`src/include/pbpwc_pkg.sv`:
```
// Purpose: constants shared by the panel and window control block
// Assumes: 125 MHz core clock, 20-bit host memory address
// Notes:   display values are two hex digits, upper digit blanked when zero
// Function
// - The window base is segment D000h plus 200h per base-switch position, up to DE00h at position 7.
// - The host window spans 8 KB from the base and only accesses inside it are answered.
// - The two-digit display shows 1 while running and 0 while stopped.
// - Any error code on the display blinks instead of standing steady.
// - The run/stop switch left runs the controller and right halts it.
// - The boot-mode switch is sampled at start-up: left gives controller mode, right file-transfer mode.
// - In controller mode, moving the boot-mode switch right stores the program, shows blinking 80, then steady 0 stopped until run/stop goes right then left.
// - A mode change only takes effect by a reboot after reset, and file-transfer mode exposes the drives.
// - The reset key resets the controller processor.
// - On power fail outside file-transfer mode the retentive data are saved first and only then is the backup supply switched off.
// - With the backup supply unit fitted, the reload key reloads the program from flash into SRAM.
// - The intensity LED is on for high optical intensity and dark for reduced intensity.
// - Booting in controller mode with no program loaded shows a blinking error code.
package pbpwc_pkg;

    // ****************************************
    // shared memory window
    // ****************************************
    localparam logic [15:0] WIN_BASE_SEG   = 16'hD000;
    localparam logic [15:0] WIN_STEP_SEG   = 16'h0200;
    localparam int          WIN_SPAN_BYTES = 8192;
    localparam int          WIN_ADDR_LSB   = 13;

    // ****************************************
    // display values
    // ****************************************
    localparam logic [7:0] DISP_RUN   = 8'h01;
    localparam logic [7:0] DISP_STOP  = 8'h00;
    localparam logic [7:0] DISP_STORE = 8'h80;
    localparam logic [7:0] DISP_RESET = 8'h00;

    // ****************************************
    // timing
    // ****************************************
    localparam int CLK_MHZ        = 125;
    localparam int BLINK_HALF_MS  = 250;
    localparam int BLINK_HALF_CYC = BLINK_HALF_MS * CLK_MHZ * 1000;
    localparam int SETTLE_CYC     = 4;

    // ****************************************
    // controller states
    // ****************************************
    typedef enum logic [3:0] {
        ST_BOOT,
        ST_XFER,
        ST_NOPROG,
        ST_RUN,
        ST_STOP,
        ST_STORE,
        ST_RELOAD,
        ST_SAVE,
        ST_OFF
    } pbpwc_state_e;

endpackage

```
`src/rtl/pbpwc_sync.sv`:
```
// Purpose: three-stage synchroniser with agreement filter
// Assumes: inputs are asynchronous pins
// Notes:   output changes when stages two and three agree
`timescale 1ns/1ns
`default_nettype none
module pbpwc_sync #(
    parameter int W = 1
) (
    // clock and reset
    input  wire logic         core_clk_in,
    input  wire logic         rst_in,
    // pins
    input  wire logic [W-1:0] async_in,
    // filtered levels
    output logic      [W-1:0] level_out
);

    logic [W-1:0] s1_reg, s2_reg, s3_reg, lvl_reg;
    logic [W-1:0] lvl_next;

    always_comb begin
        lvl_next = lvl_reg;
        for (int i = 0; i < W; i++) begin
            if (s2_reg[i] == s3_reg[i]) begin
                lvl_next[i] = s3_reg[i];
            end
        end
    end

    always_ff @(posedge core_clk_in or posedge rst_in) begin
        if (rst_in) begin
            s1_reg  <= '0;
            s2_reg  <= '0;
            s3_reg  <= '0;
            lvl_reg <= '0;
        end else begin
            s1_reg  <= async_in;
            s2_reg  <= s1_reg;
            s3_reg  <= s2_reg;
            lvl_reg <= lvl_next;
        end
    end

    assign level_out = lvl_reg;

endmodule
`default_nettype wire

```
`src/rtl/pbpwc_top.sv`:
```
// Purpose: front panel, boot mode and host window control
// Assumes: panel pins asynchronous; firmware handshakes on core clock
// Notes:   request outputs are levels held until the matching done
`timescale 1ns/1ns
`default_nettype none
module pbpwc_top
    import pbpwc_pkg::*;
#(
    parameter int          BLINK_CYC  = BLINK_HALF_CYC,
    parameter logic [7:0]  ERR_NOPROG = 8'hE1
) (
    // clock and reset
    input  wire logic        core_clk_in,
    input  wire logic        rst_in,
    // host expansion bus
    input  wire logic [19:0] host_addr_in,
    input  wire logic        host_memr_n_in,
    input  wire logic        host_memw_n_in,
    output logic             shm_sel_out,
    output logic             shm_data_oe_n_out,
    // panel switches and keys
    input  wire logic [2:0]  base_sw_in,
    input  wire logic        run_stop_sw_in,
    input  wire logic        boot_mode_sw_in,
    input  wire logic        reset_key_in,
    input  wire logic        reload_key_in,
    input  wire logic        intensity_sw_in,
    // backup supply unit
    input  wire logic        backup_supply_unit_fitted_in,
    input  wire logic        power_fail_in,
    output logic             backup_off_out,
    // controller firmware handshake
    input  wire logic        program_loaded_in,
    input  wire logic        store_done_in,
    input  wire logic        save_done_in,
    input  wire logic        reload_done_in,
    input  wire logic        error_valid_in,
    input  wire logic [7:0]  error_code_in,
    output logic             cpu_reset_out,
    output logic             ctrl_run_out,
    output logic             xfer_mode_out,
    output logic             store_req_out,
    output logic             save_req_out,
    output logic             reload_req_out,
    // indicators
    output logic [6:0]       digit_hi_out,
    output logic [6:0]       digit_lo_out,
    output logic             intensity_led_out
);

    // ****************************************
    // functions
    // ****************************************
    function automatic logic [6:0] seg7(input logic [3:0] v);
        logic [6:0] s;
        s = 7'h00;
        unique case (v)
            4'h0: s = 7'h3F;
            4'h1: s = 7'h06;
            4'h2: s = 7'h5B;
            4'h3: s = 7'h4F;
            4'h4: s = 7'h66;
            4'h5: s = 7'h6D;
            4'h6: s = 7'h7D;
            4'h7: s = 7'h07;
            4'h8: s = 7'h7F;
            4'h9: s = 7'h6F;
            4'hA: s = 7'h77;
            4'hB: s = 7'h7C;
            4'hC: s = 7'h39;
            4'hD: s = 7'h5E;
            4'hE: s = 7'h79;
            4'hF: s = 7'h71;
        endcase
        return s;
    endfunction

    function automatic logic in_window(input logic [19:0] a, input logic [2:0] sw);
        logic [19:0] base;
        base = {WIN_BASE_SEG + 16'(WIN_STEP_SEG * {13'h0000, sw}), 4'h0};
        return a[19:WIN_ADDR_LSB] == base[19:WIN_ADDR_LSB];
    endfunction

    // ****************************************
    // pin synchronisers
    // ****************************************
    logic [10:0] pins_f;
    logic [2:0]  base_f;
    logic        run_f, boot_f, rkey_f, lkey_f, int_f, pfail_f, memr_f, memw_f;

    // strobes enter inverted so the filter's reset level reads as idle
    pbpwc_sync #(.W(11)) u_sync (
        .core_clk_in (core_clk_in),
        .rst_in      (rst_in),
        .async_in    ({base_sw_in, run_stop_sw_in, boot_mode_sw_in, reset_key_in, reload_key_in,
                       intensity_sw_in, power_fail_in, !host_memr_n_in, !host_memw_n_in}),
        .level_out   (pins_f)
    );

    assign {base_f, run_f, boot_f, rkey_f, lkey_f, int_f, pfail_f, memr_f, memw_f} = pins_f;

    // ****************************************
    // host window decode
    // ****************************************
    logic [19:0] addr_reg, addr_next;
    logic        sel_reg, sel_next, oe_n_reg, oe_n_next;

    always_comb begin
        addr_next = host_addr_in;
        sel_next  = 1'b0;
        oe_n_next = 1'b1;
        if ((memr_f || memw_f) && in_window(addr_reg, base_f)) begin
            sel_next  = 1'b1;
            oe_n_next = !memr_f;
        end
    end

    always_ff @(posedge core_clk_in or posedge rst_in) begin
        if (rst_in) begin
            addr_reg <= 20'h00000;
            sel_reg  <= 1'b0;
            oe_n_reg <= 1'b1;
        end else begin
            addr_reg <= addr_next;
            sel_reg  <= sel_next;
            oe_n_reg <= oe_n_next;
        end
    end

    // ****************************************
    // controller mode sequencing
    // ****************************************
    pbpwc_state_e st_reg, st_next;
    logic [2:0]   settle_reg, settle_next;
    logic         boot_d_reg, lkey_d_reg, hold_reg, hold_next, creset_reg, creset_next;
    logic         boot_rise, lkey_rise;

    assign boot_rise = boot_f && !boot_d_reg;
    assign lkey_rise = lkey_f && !lkey_d_reg;

    always_comb begin
        st_next     = st_reg;
        settle_next = settle_reg;
        // after a store, hold stop only while the run switch stays at run; it clears once the switch reads stop
        hold_next   = hold_reg && !run_f;
        creset_next = rkey_f;
        if (rkey_f) begin
            st_next     = ST_BOOT;
            settle_next = 3'd0;
            hold_next   = 1'b0;
        end else begin
            unique case (st_reg)
                ST_BOOT: begin
                    if (settle_reg != 3'(SETTLE_CYC)) begin
                        settle_next = settle_reg + 3'd1;
                    end else if (boot_f) begin
                        st_next = ST_XFER;
                    end else if (!program_loaded_in) begin
                        st_next = ST_NOPROG;
                    end else begin
                        st_next = run_f ? ST_STOP : ST_RUN;
                    end
                end
                ST_XFER: st_next = ST_XFER;
                ST_NOPROG, ST_RUN, ST_STOP: begin
                    if (boot_rise) begin
                        st_next = ST_STORE;
                    end else if (lkey_rise && backup_supply_unit_fitted_in) begin
                        st_next = ST_RELOAD;
                    end else if (st_reg == ST_NOPROG) begin
                        if (program_loaded_in) begin
                            st_next = ST_STOP;
                        end
                    end else begin
                        st_next = (run_f || hold_reg) ? ST_STOP : ST_RUN;
                    end
                end
                ST_STORE: begin
                    if (store_done_in) begin
                        st_next   = ST_STOP;
                        hold_next = 1'b1;
                    end
                end
                ST_RELOAD: begin
                    if (reload_done_in) begin
                        st_next = ST_STOP;
                    end
                end
                ST_SAVE: begin
                    if (save_done_in) begin
                        st_next = ST_OFF;
                    end
                end
                ST_OFF: st_next = ST_OFF;
                default: st_next = ST_BOOT;
            endcase
            if (pfail_f && st_reg != ST_SAVE && st_reg != ST_OFF && st_reg != ST_XFER) begin
                st_next = ST_SAVE;
            end
        end
    end

    always_ff @(posedge core_clk_in or posedge rst_in) begin
        if (rst_in) begin
            st_reg     <= ST_BOOT;
            settle_reg <= 3'd0;
            boot_d_reg <= 1'b0;
            lkey_d_reg <= 1'b0;
            hold_reg   <= 1'b0;
            creset_reg <= 1'b1;
        end else begin
            st_reg     <= st_next;
            settle_reg <= settle_next;
            boot_d_reg <= boot_f;
            lkey_d_reg <= lkey_f;
            hold_reg   <= hold_next;
            creset_reg <= creset_next;
        end
    end

    // ****************************************
    // display and indicator outputs
    // ****************************************
    logic [31:0] blink_cnt_reg, blink_cnt_next;
    logic        blink_on_reg, blink_on_next;
    logic [6:0]  dhi_reg, dhi_next, dlo_reg, dlo_next;
    logic        run_reg, xfer_reg, store_reg, save_reg, reload_reg, off_reg, led_reg;
    logic [7:0]  disp_val;
    logic        disp_blink;

    always_comb begin
        disp_val   = DISP_STOP;
        disp_blink = 1'b0;
        unique case (st_next)
            ST_RUN:    disp_val = DISP_RUN;
            ST_STORE: begin
                disp_val   = DISP_STORE;
                disp_blink = 1'b1;
            end
            ST_NOPROG: begin
                disp_val   = ERR_NOPROG;
                disp_blink = 1'b1;
            end
            ST_BOOT:   disp_val = DISP_RESET;
            default:   disp_val = DISP_STOP;
        endcase
        if (error_valid_in && (st_next == ST_RUN || st_next == ST_STOP)) begin
            disp_val   = error_code_in;
            disp_blink = 1'b1;
        end
        if (blink_cnt_reg >= 32'(BLINK_CYC - 1)) begin
            blink_cnt_next = 32'd0;
            blink_on_next  = !blink_on_reg;
        end else begin
            blink_cnt_next = blink_cnt_reg + 32'd1;
            blink_on_next  = blink_on_reg;
        end
        dhi_next = (disp_val[7:4] == 4'h0) ? 7'h00 : seg7(disp_val[7:4]);
        dlo_next = seg7(disp_val[3:0]);
        if (disp_blink && !blink_on_reg) begin
            dhi_next = 7'h00;
            dlo_next = 7'h00;
        end
    end

    always_ff @(posedge core_clk_in or posedge rst_in) begin
        if (rst_in) begin
            blink_cnt_reg <= 32'd0;
            blink_on_reg  <= 1'b1;
            dhi_reg       <= 7'h00;
            dlo_reg       <= 7'h00;
            run_reg       <= 1'b0;
            xfer_reg      <= 1'b0;
            store_reg     <= 1'b0;
            save_reg      <= 1'b0;
            reload_reg    <= 1'b0;
            off_reg       <= 1'b0;
            led_reg       <= 1'b0;
        end else begin
            blink_cnt_reg <= blink_cnt_next;
            blink_on_reg  <= blink_on_next;
            dhi_reg       <= dhi_next;
            dlo_reg       <= dlo_next;
            run_reg       <= (st_next == ST_RUN);
            xfer_reg      <= (st_next == ST_XFER);
            store_reg     <= (st_next == ST_STORE);
            save_reg      <= (st_next == ST_SAVE);
            reload_reg    <= (st_next == ST_RELOAD);
            off_reg       <= (st_next == ST_OFF);
            led_reg       <= !int_f;
        end
    end

    assign shm_sel_out       = sel_reg;
    assign shm_data_oe_n_out = oe_n_reg;
    assign cpu_reset_out     = creset_reg;
    assign ctrl_run_out      = run_reg;
    assign xfer_mode_out     = xfer_reg;
    assign store_req_out     = store_reg;
    assign save_req_out      = save_reg;
    assign reload_req_out    = reload_reg;
    assign backup_off_out    = off_reg;
    assign digit_hi_out      = dhi_reg;
    assign digit_lo_out      = dlo_reg;
    assign intensity_led_out = led_reg;

endmodule
`default_nettype wire

```
`config.mk`:
```
export PLATFORM = sky130hd
export DESIGN_NAME = pbpwc_top
export DESIGN_NICKNAME = d
export VERILOG_FILES = /design/src/include/pbpwc_pkg.sv /design/src/rtl/pbpwc_sync.sv /design/src/rtl/pbpwc_top.sv
export SDC_FILE = /design/constraint.sdc
export NUM_CORES = 1
export LEC_CHECK = 0
export BUFFER_PORTS_ARGS = -buffer_cell sky130_fd_sc_hd__buf_2
export CORE_ASPECT_RATIO = 1.25
export CORE_MARGIN = 3
export CORE_UTILIZATION = 40
export DETAILED_ROUTE_END_ITERATION = 10
export GPL_TIMING_DRIVEN = 0
export HOLD_SLACK_MARGIN = 0.05
export MAX_ROUTING_LAYER = met4
export PLACE_DENSITY_LB_ADDON = 0.3
export SETUP_SLACK_MARGIN = 0.05
export SKIP_LAST_GASP = 1
export SYNTH_ARGS = -nofsm -noshare
export SYNTH_HDL_FRONTEND = slang
export SYNTH_SLANG_ARGS = --single-unit
```
`constraint.sdc`:
```
create_clock -name core_clk_in -period 5.32 [get_ports core_clk_in]
set_clock_uncertainty 0.2 [all_clocks]
set_input_delay 1.064 -clock core_clk_in [delete_from_list [all_inputs] [get_ports core_clk_in]]
set_output_delay 1.064 -clock core_clk_in [all_outputs]
set_load 0.01 [all_outputs]
```
# [Word level (Yosys, flattened, before mapping)]
# Memory sizes are Yosys's and may differ from the RTL's.
# Index checks and enable logic that the tools add are counted.
[word_totals] reg_bits=131 mem_bits_ro=224 in_bits=47 output_inout_bits=24 wordCells=131 mem_count=2
[mem_list] memory="(no name shown)" words=16 word_bits=7 read_ports=1 rd_clocked_by_memory_dff=0 write_ports=0 line="pbpwc_top.sv:57" source="unique case (v)"
[mem_list] memory="(no name shown)" words=16 word_bits=7 read_ports=1 rd_clocked_by_memory_dff=0 write_ports=0 line="pbpwc_top.sv:57"
[op_classes] addsub=3 order_cmp=1 n_eq_ne=32 n_mux=31 n_reduce_logical=28
[op_table] operator="$mux W4" n=10
[op_table] operator="$add A32 B1 Y32 const B" n=1
[op_table] operator="$eq A4 B3 Y1 const B" n=8
[op_table] operator="$ge A32 B25 Y1 const B" n=1
[op_table] operator="$mux W32" n=1
[op_table] operator="$pmux W4 S7" n=1
[op_table] operator="$pmux W8 S3" n=1
[op_table] operator="$mux W3" n=7
[op_table] operator="$mux W7" n=3
[op_table] operator="$add A15 B13 Y16 const A" n=1
[op_table] operator="$eq A4 B2 Y1 const B" n=4
[op_table] operator="$eq A1 B1 Y1" n=11
[op_table] operator="$logic_and A1 B1 Y1" n=10
[op_table] operator="$eq A4 B1 Y1 const B" n=2
[op_table] operator="$eq A4 B4 Y1 const B" n=2
[op_table] operator="$logic_not A1 Y1" n=8
[op_table] operator="$logic_not A4 Y1" n=2
[op_table] operator="$mux W8" n=1
[op_table] operator="$eq A7 B7 Y1" n=1
[op_table] operator="$mux W1" n=7
[op_table] operator="$ne A4 B1 Y1 const B" n=1
[op_table] operator="$ne A4 B3 Y1 const B" n=1
[op_table] operator="$ne A4 B4 Y1 const B" n=1
[op_table] operator="$reduce_bool A2 Y1" n=2
[op_table] operator="other kinds (6)" n=8

# [Longest topological paths before layout]
[logic_depth] ltp_word=15 mapped_depth=15 depth_no_buf=15

# [Hierarchy]
# Synthesis repeated with hierarchy kept, for this count alone.
[hier_totals] hier_cells=438 hier_area_um2=5124.9
[by_module_without_submodules] mod="pbpwc_top" instances=1 cells_per_inst=382 area_each_um2=3896.2 seq_area_each_um2=1855.5
[by_module_without_submodules] mod="pbpwc_sync" instances=1 cells_per_inst=56 area_each_um2=1228.7 seq_area_each_um2=1101.1

# [Least setup slack after synthesis]
# OpenSTA, ideal clock, no wires.
[synth_timing] path_type="input to register" from="input save_done_in" to="register dlo_reg[6], in the netlist digit_lo_out[6]" setup_ps=125 arrival_ps=3314 required_ps=4995 slack_ps=1681 stages=12 n_path_buf=0 cell_sequence="and3_1 > nor3b_1 > o21ai_0 > and3_1 > inv_1 > nor3_1 > o21ai_0 > o21ai_2 > inv_1 > ha_1 > mux2_2 > a2111oi_0"
[synth_between] elab_chain_cells=10 word_cells_on_any_way=18 cone_classes="eq/ne (4); mux (9); reduce/logical (4); memory (1)"
[synth_rtl] item="start: declaration" line="pbpwc_top.sv:35" source="input wire logic save_done_in,"
[synth_rtl] item="$mux W4 (*)" line="pbpwc_top.sv:190" source="if (save_done_in) begin"
[synth_rtl] item="$pmux W4 S7 (*)" line="pbpwc_top.sv:152" source="unique case (st_reg)"
[synth_rtl] item="$mux W4 (*)" line="pbpwc_top.sv:197" source="if (pfail_f && st_reg != ST_SAVE && st_reg != ST_OFF && st_reg != ST_XFER) begin"
[synth_rtl] item="$mux W4 (*)" line="pbpwc_top.sv:147" source="if (rkey_f) begin"
[synth_rtl] item="net st_next[2]" line="pbpwc_top.sv:133" source="pbpwc_state_e st_reg, st_next;"
[synth_rtl] item="branches (longest 5 deep; another with $mem_v2 Z16 W7)"
[synth_rtl] item="$mux W7 (*)" line="pbpwc_top.sv:260" source="if (disp_blink && !blink_on_reg) begin"
[synth_rtl] item="net dlo_next[6]" line="pbpwc_top.sv:226" source="logic [6:0] dhi_reg, dhi_next, dlo_reg, dlo_next;"
[synth_rtl] item="end signal: assignment" line="pbpwc_top.sv:283" source="dlo_reg <= dlo_next;"
[synth_rtl] item="end: declaration" line="pbpwc_top.sv:226"
# Mark *: on every way through the listed nets, which the timed path passes.
# A chain may end at the register's enable or synchronous reset.

# [Final worst setup path]
[layout_timing] from="register st_reg[3]" to="register dlo_reg[6], in the netlist digit_lo_out[6]"
[layout_between] elab_chain_cells=13 word_cells_on_any_way=41 cone_classes="eq/ne (15); mux (16); reduce/logical (9); memory (1)"
[layout_rtl] item="start: declaration" line="pbpwc_top.sv:133"
[layout_rtl] item="start signal: assignment" line="pbpwc_top.sv:212" source="st_reg <= st_next;"
[layout_rtl] item="$eq A4 B2 Y1 or $mux W4 (tied branches)" line="pbpwc_top.sv:152, pbpwc_top.sv:170, pbpwc_top.sv:171"
[layout_rtl] item="$mux W4" line="pbpwc_top.sv:170" source="end else if (st_reg == ST_NOPROG) begin"
[layout_rtl] item="$mux W4" line="pbpwc_top.sv:168" source="end else if (lkey_rise && backup_supply_unit_fitted_in) begin"
[layout_rtl] item="$mux W4" line="pbpwc_top.sv:166" source="if (boot_rise) begin"
[layout_rtl] item="$pmux W4 S7" line="pbpwc_top.sv:152"
[layout_rtl] item="$mux W4 (*)" line="pbpwc_top.sv:197"
[layout_rtl] item="$mux W4 (*)" line="pbpwc_top.sv:147"
[layout_rtl] item="branches (longest 5 deep; another with $mem_v2 Z16 W7)"
[layout_rtl] item="$mux W7 (*)" line="pbpwc_top.sv:260"
[layout_rtl] item="net dlo_next[6]" line="pbpwc_top.sv:226"
# Marked as above.

==> results.ini <==
[outcome]
status=finished clean

[synth]
async_flop_share_pct=100.0
synth_flop_cell=dfrtp_1
yosysWarningCount=0
synthCells=430
synth-edff-count=0
yosysSeqAreaShare_pct=59.24
netlist_area_sq_mm=0.004991
synth_cell_types=65
syn_avg_cell_area_sq_um=11.61
synth_seq_cells=118

[worst_hold_path]
min_path_type=reg -> reg

[cts]
cts_max_level=4
clk_latency_ns=0.41
cts_tree=built
cts_setup_buffers=0
clkTransAtPathRegs_ns=0.06
clock-root-buffer=clkbuf_16
numCtsBuffers=17
cts_buffer_depth=2
post_cts_resize_count=0
cts.sinks=118
cts_hold_buffers=0

[floorplan]
fp.dieW_um=105.9
num_rows=45
start_util_pct=41.04
die_y_um=130.9
io-pin-count=71
coreArea_sq_mm=0.01216
die-area_sq_mm=0.01386

[pwr]
p_leak_uw=0.002806
irDropWorstVdd_mv=0.2404
power.density_mw_per_mm2=456.3
power_uw=2796

[setup_path]
cpMaxStageDelayCell=nor4_2
crit_chain=buf_6 -> nor4_2 -> and4_1 -> o21ai_0 -> a211oi_1 -> nand2_1 -> o21ai_2 -> inv_1 -> ha_1 -> mux2_2 -> a2111oi_0
cpPeakStageDelay_ns=0.51
critical_path_buf_inv_count=2
path_max_fanout=10
cp_top_family=compound AO/OA/AOI/OAI gates
cp-end-kind=flop
crit_type=reg -> reg
start_kind=flop
crit_required_ns=5.39
arrival_ns=4.01

[drt]
drt-initial-drc-count=98
route.detailed.vias_per_inst=4.899
drt_pre_antenna_iters=4
totalWireLength_um=9108
drc=0
vias=3380
antenna_left=0
wl_per_cell_um=13.20

[run]
maxCapViolCount=0

[layout]
largest_reg_flops=32
drive_gt1_share_pct=21.86
layout.cells.most_common_list=115 x dfrtp_1, 61 x buf_2, 53 x nor2_1
n_antenna_cell=0
area_growth_syn_to_layout_pct=22.79
final_nets=575
num-fill-cells=1105
layout_commonest_cell=dfrtp_1

[timing]
setup_viol_count_final=0
slew_violations=0
slew_headroom_pct=53.79
max_slew.worst_pin.slew_ns=0.6907
period_needed_ns=3.941
setup_tns_ns=0
fmax_ghz=0.2538
rsz0062_at_grt=no
holdWs_ns=0.1473
period_share_pct=74.07
final-hold-violation-count=0

[grt]
groute.usage.overall_pct=14.79
grt_first_pass_wirelength_um=15720
grt_overflow=0
grt_max_degree=74
antenna_found_initial=0
grt_pass1_vias=3523

[placed_design]
port_buffers=57
hpwl_um=6425
gp_congestion=0.8798

==> per-stage QoR <==
stage               util, %  instances  instance area [sq um]  setup WS (ns)
floorplan                 -        436                   5014         0.9318
global placement      45.26        657                   5504        -0.1934
detailed placement    45.50        658                   5534          1.090
CTS                   50.39        690                   6128          1.372
global route          50.39        690                   6128          1.049
finish                50.39        690                   6128          1.379
==> where the power goes <==
| part | switching (uW) | leakage (uW) | internal, uW |
|---|---|---|---|
| Clock | 434 | 0.000284 | 702 |
| Combinational | 367 | 0.00106 | 259 |
| Sequential | 39.4 | 0.00146 | 995 |
| Total | 840 | 0.00281 | 1960 |
==> per-layer routing <==
metal / GRT usage [%] / part of all wire (%)
met5: - / 0
met4: 6.707 / 1.6
met3: 4.275 / 3.5
met2: 25.90 / 53
met1: 15.56 / 42
==> path summary, 6_finish.rpt <==
kind                       slack (ns)  depth (start not counted)                  startpoint                     endpoint
min                              0.15                          0  u_sync.s1_reg[9]$_DFF_PP0_   u_sync.s2_reg[9]$_DFF_PP0_
min in group asynchronous        0.52                          2                      rst_in   u_sync.s3_reg[5]$_DFF_PP0_
max reg2reg                      1.38                         11         st_reg[3]$_DFF_PP0_    digit_lo_out[6]$_DFF_PP0_
min reg2reg                      0.15                          0  u_sync.s1_reg[9]$_DFF_PP0_   u_sync.s2_reg[9]$_DFF_PP0_
max                              1.38                         11         st_reg[3]$_DFF_PP0_    digit_lo_out[6]$_DFF_PP0_
max in group asynchronous        3.63                          3                      rst_in  shm_data_oe_n_out$_DFF_PP1_
==> final cells by class <==
cell class                 instances  area [sq um]  share of cell area, %
sequential                       118          2957                  48.24
clock buffer                      18         429.2                  7.003
multi-input combinational        286          1909                  31.16
clock inverter                    14         165.2                  2.695
tap                              164         205.2                  3.348
timing repair buffer              58         312.8                  5.104
buffer                            11         68.82                  1.123
inverter                          21         81.33                  1.327
==> synthesized netlist by cell type, types with 5 or more instances <==
cell,instances,share of area [%]
a21oi_1,13,1.3
and3_1,9,1.1
dfrtp_1,115,58
ha_1,15,3.8
inv_1,21,1.6
maj3_1,11,2.2
mux2i_1,5,1.0
nand2_1,31,2.3
nand3_1,12,1.2
nor2_1,53,4.0
nor2b_1,7,0.88
nor3_1,11,1.1
o21ai_0,9,0.90
xnor2_1,10,1.8
xor2_1,21,3.7
==> worst reg2reg max path, cell delays in order, from the launching register on <==
cell	delay (ns)
dfrtp_1	0.37
buf_6	0.14
nor4_2	0.51
and4_1	0.27
o21ai_0	0.25
a211oi_1	0.43
nand2_1	0.25
o21ai_2	0.31
inv_1	0.15
ha_1	0.25
mux2_2	0.26
a2111oi_0	0.42
==> kinds of logic (layout without fill, tap and decap cells) <==
family / Yosys count / after routing / synth area share, %
xor+xnor: 31 / 31 / 5.440
mux: 8 / 8 / 1.955
other cells: 1 / 7 / 0.07513
flops: 118 / 118 / 59.24
buf+inv: 32 / 122 / 2.958
fa+ha+maj: 26 / 26 / 5.966
simple gates: 154 / 154 / 15.42
compound gates: 60 / 60 / 8.950
Note: power is estimated with default switching activity, not from simulation.
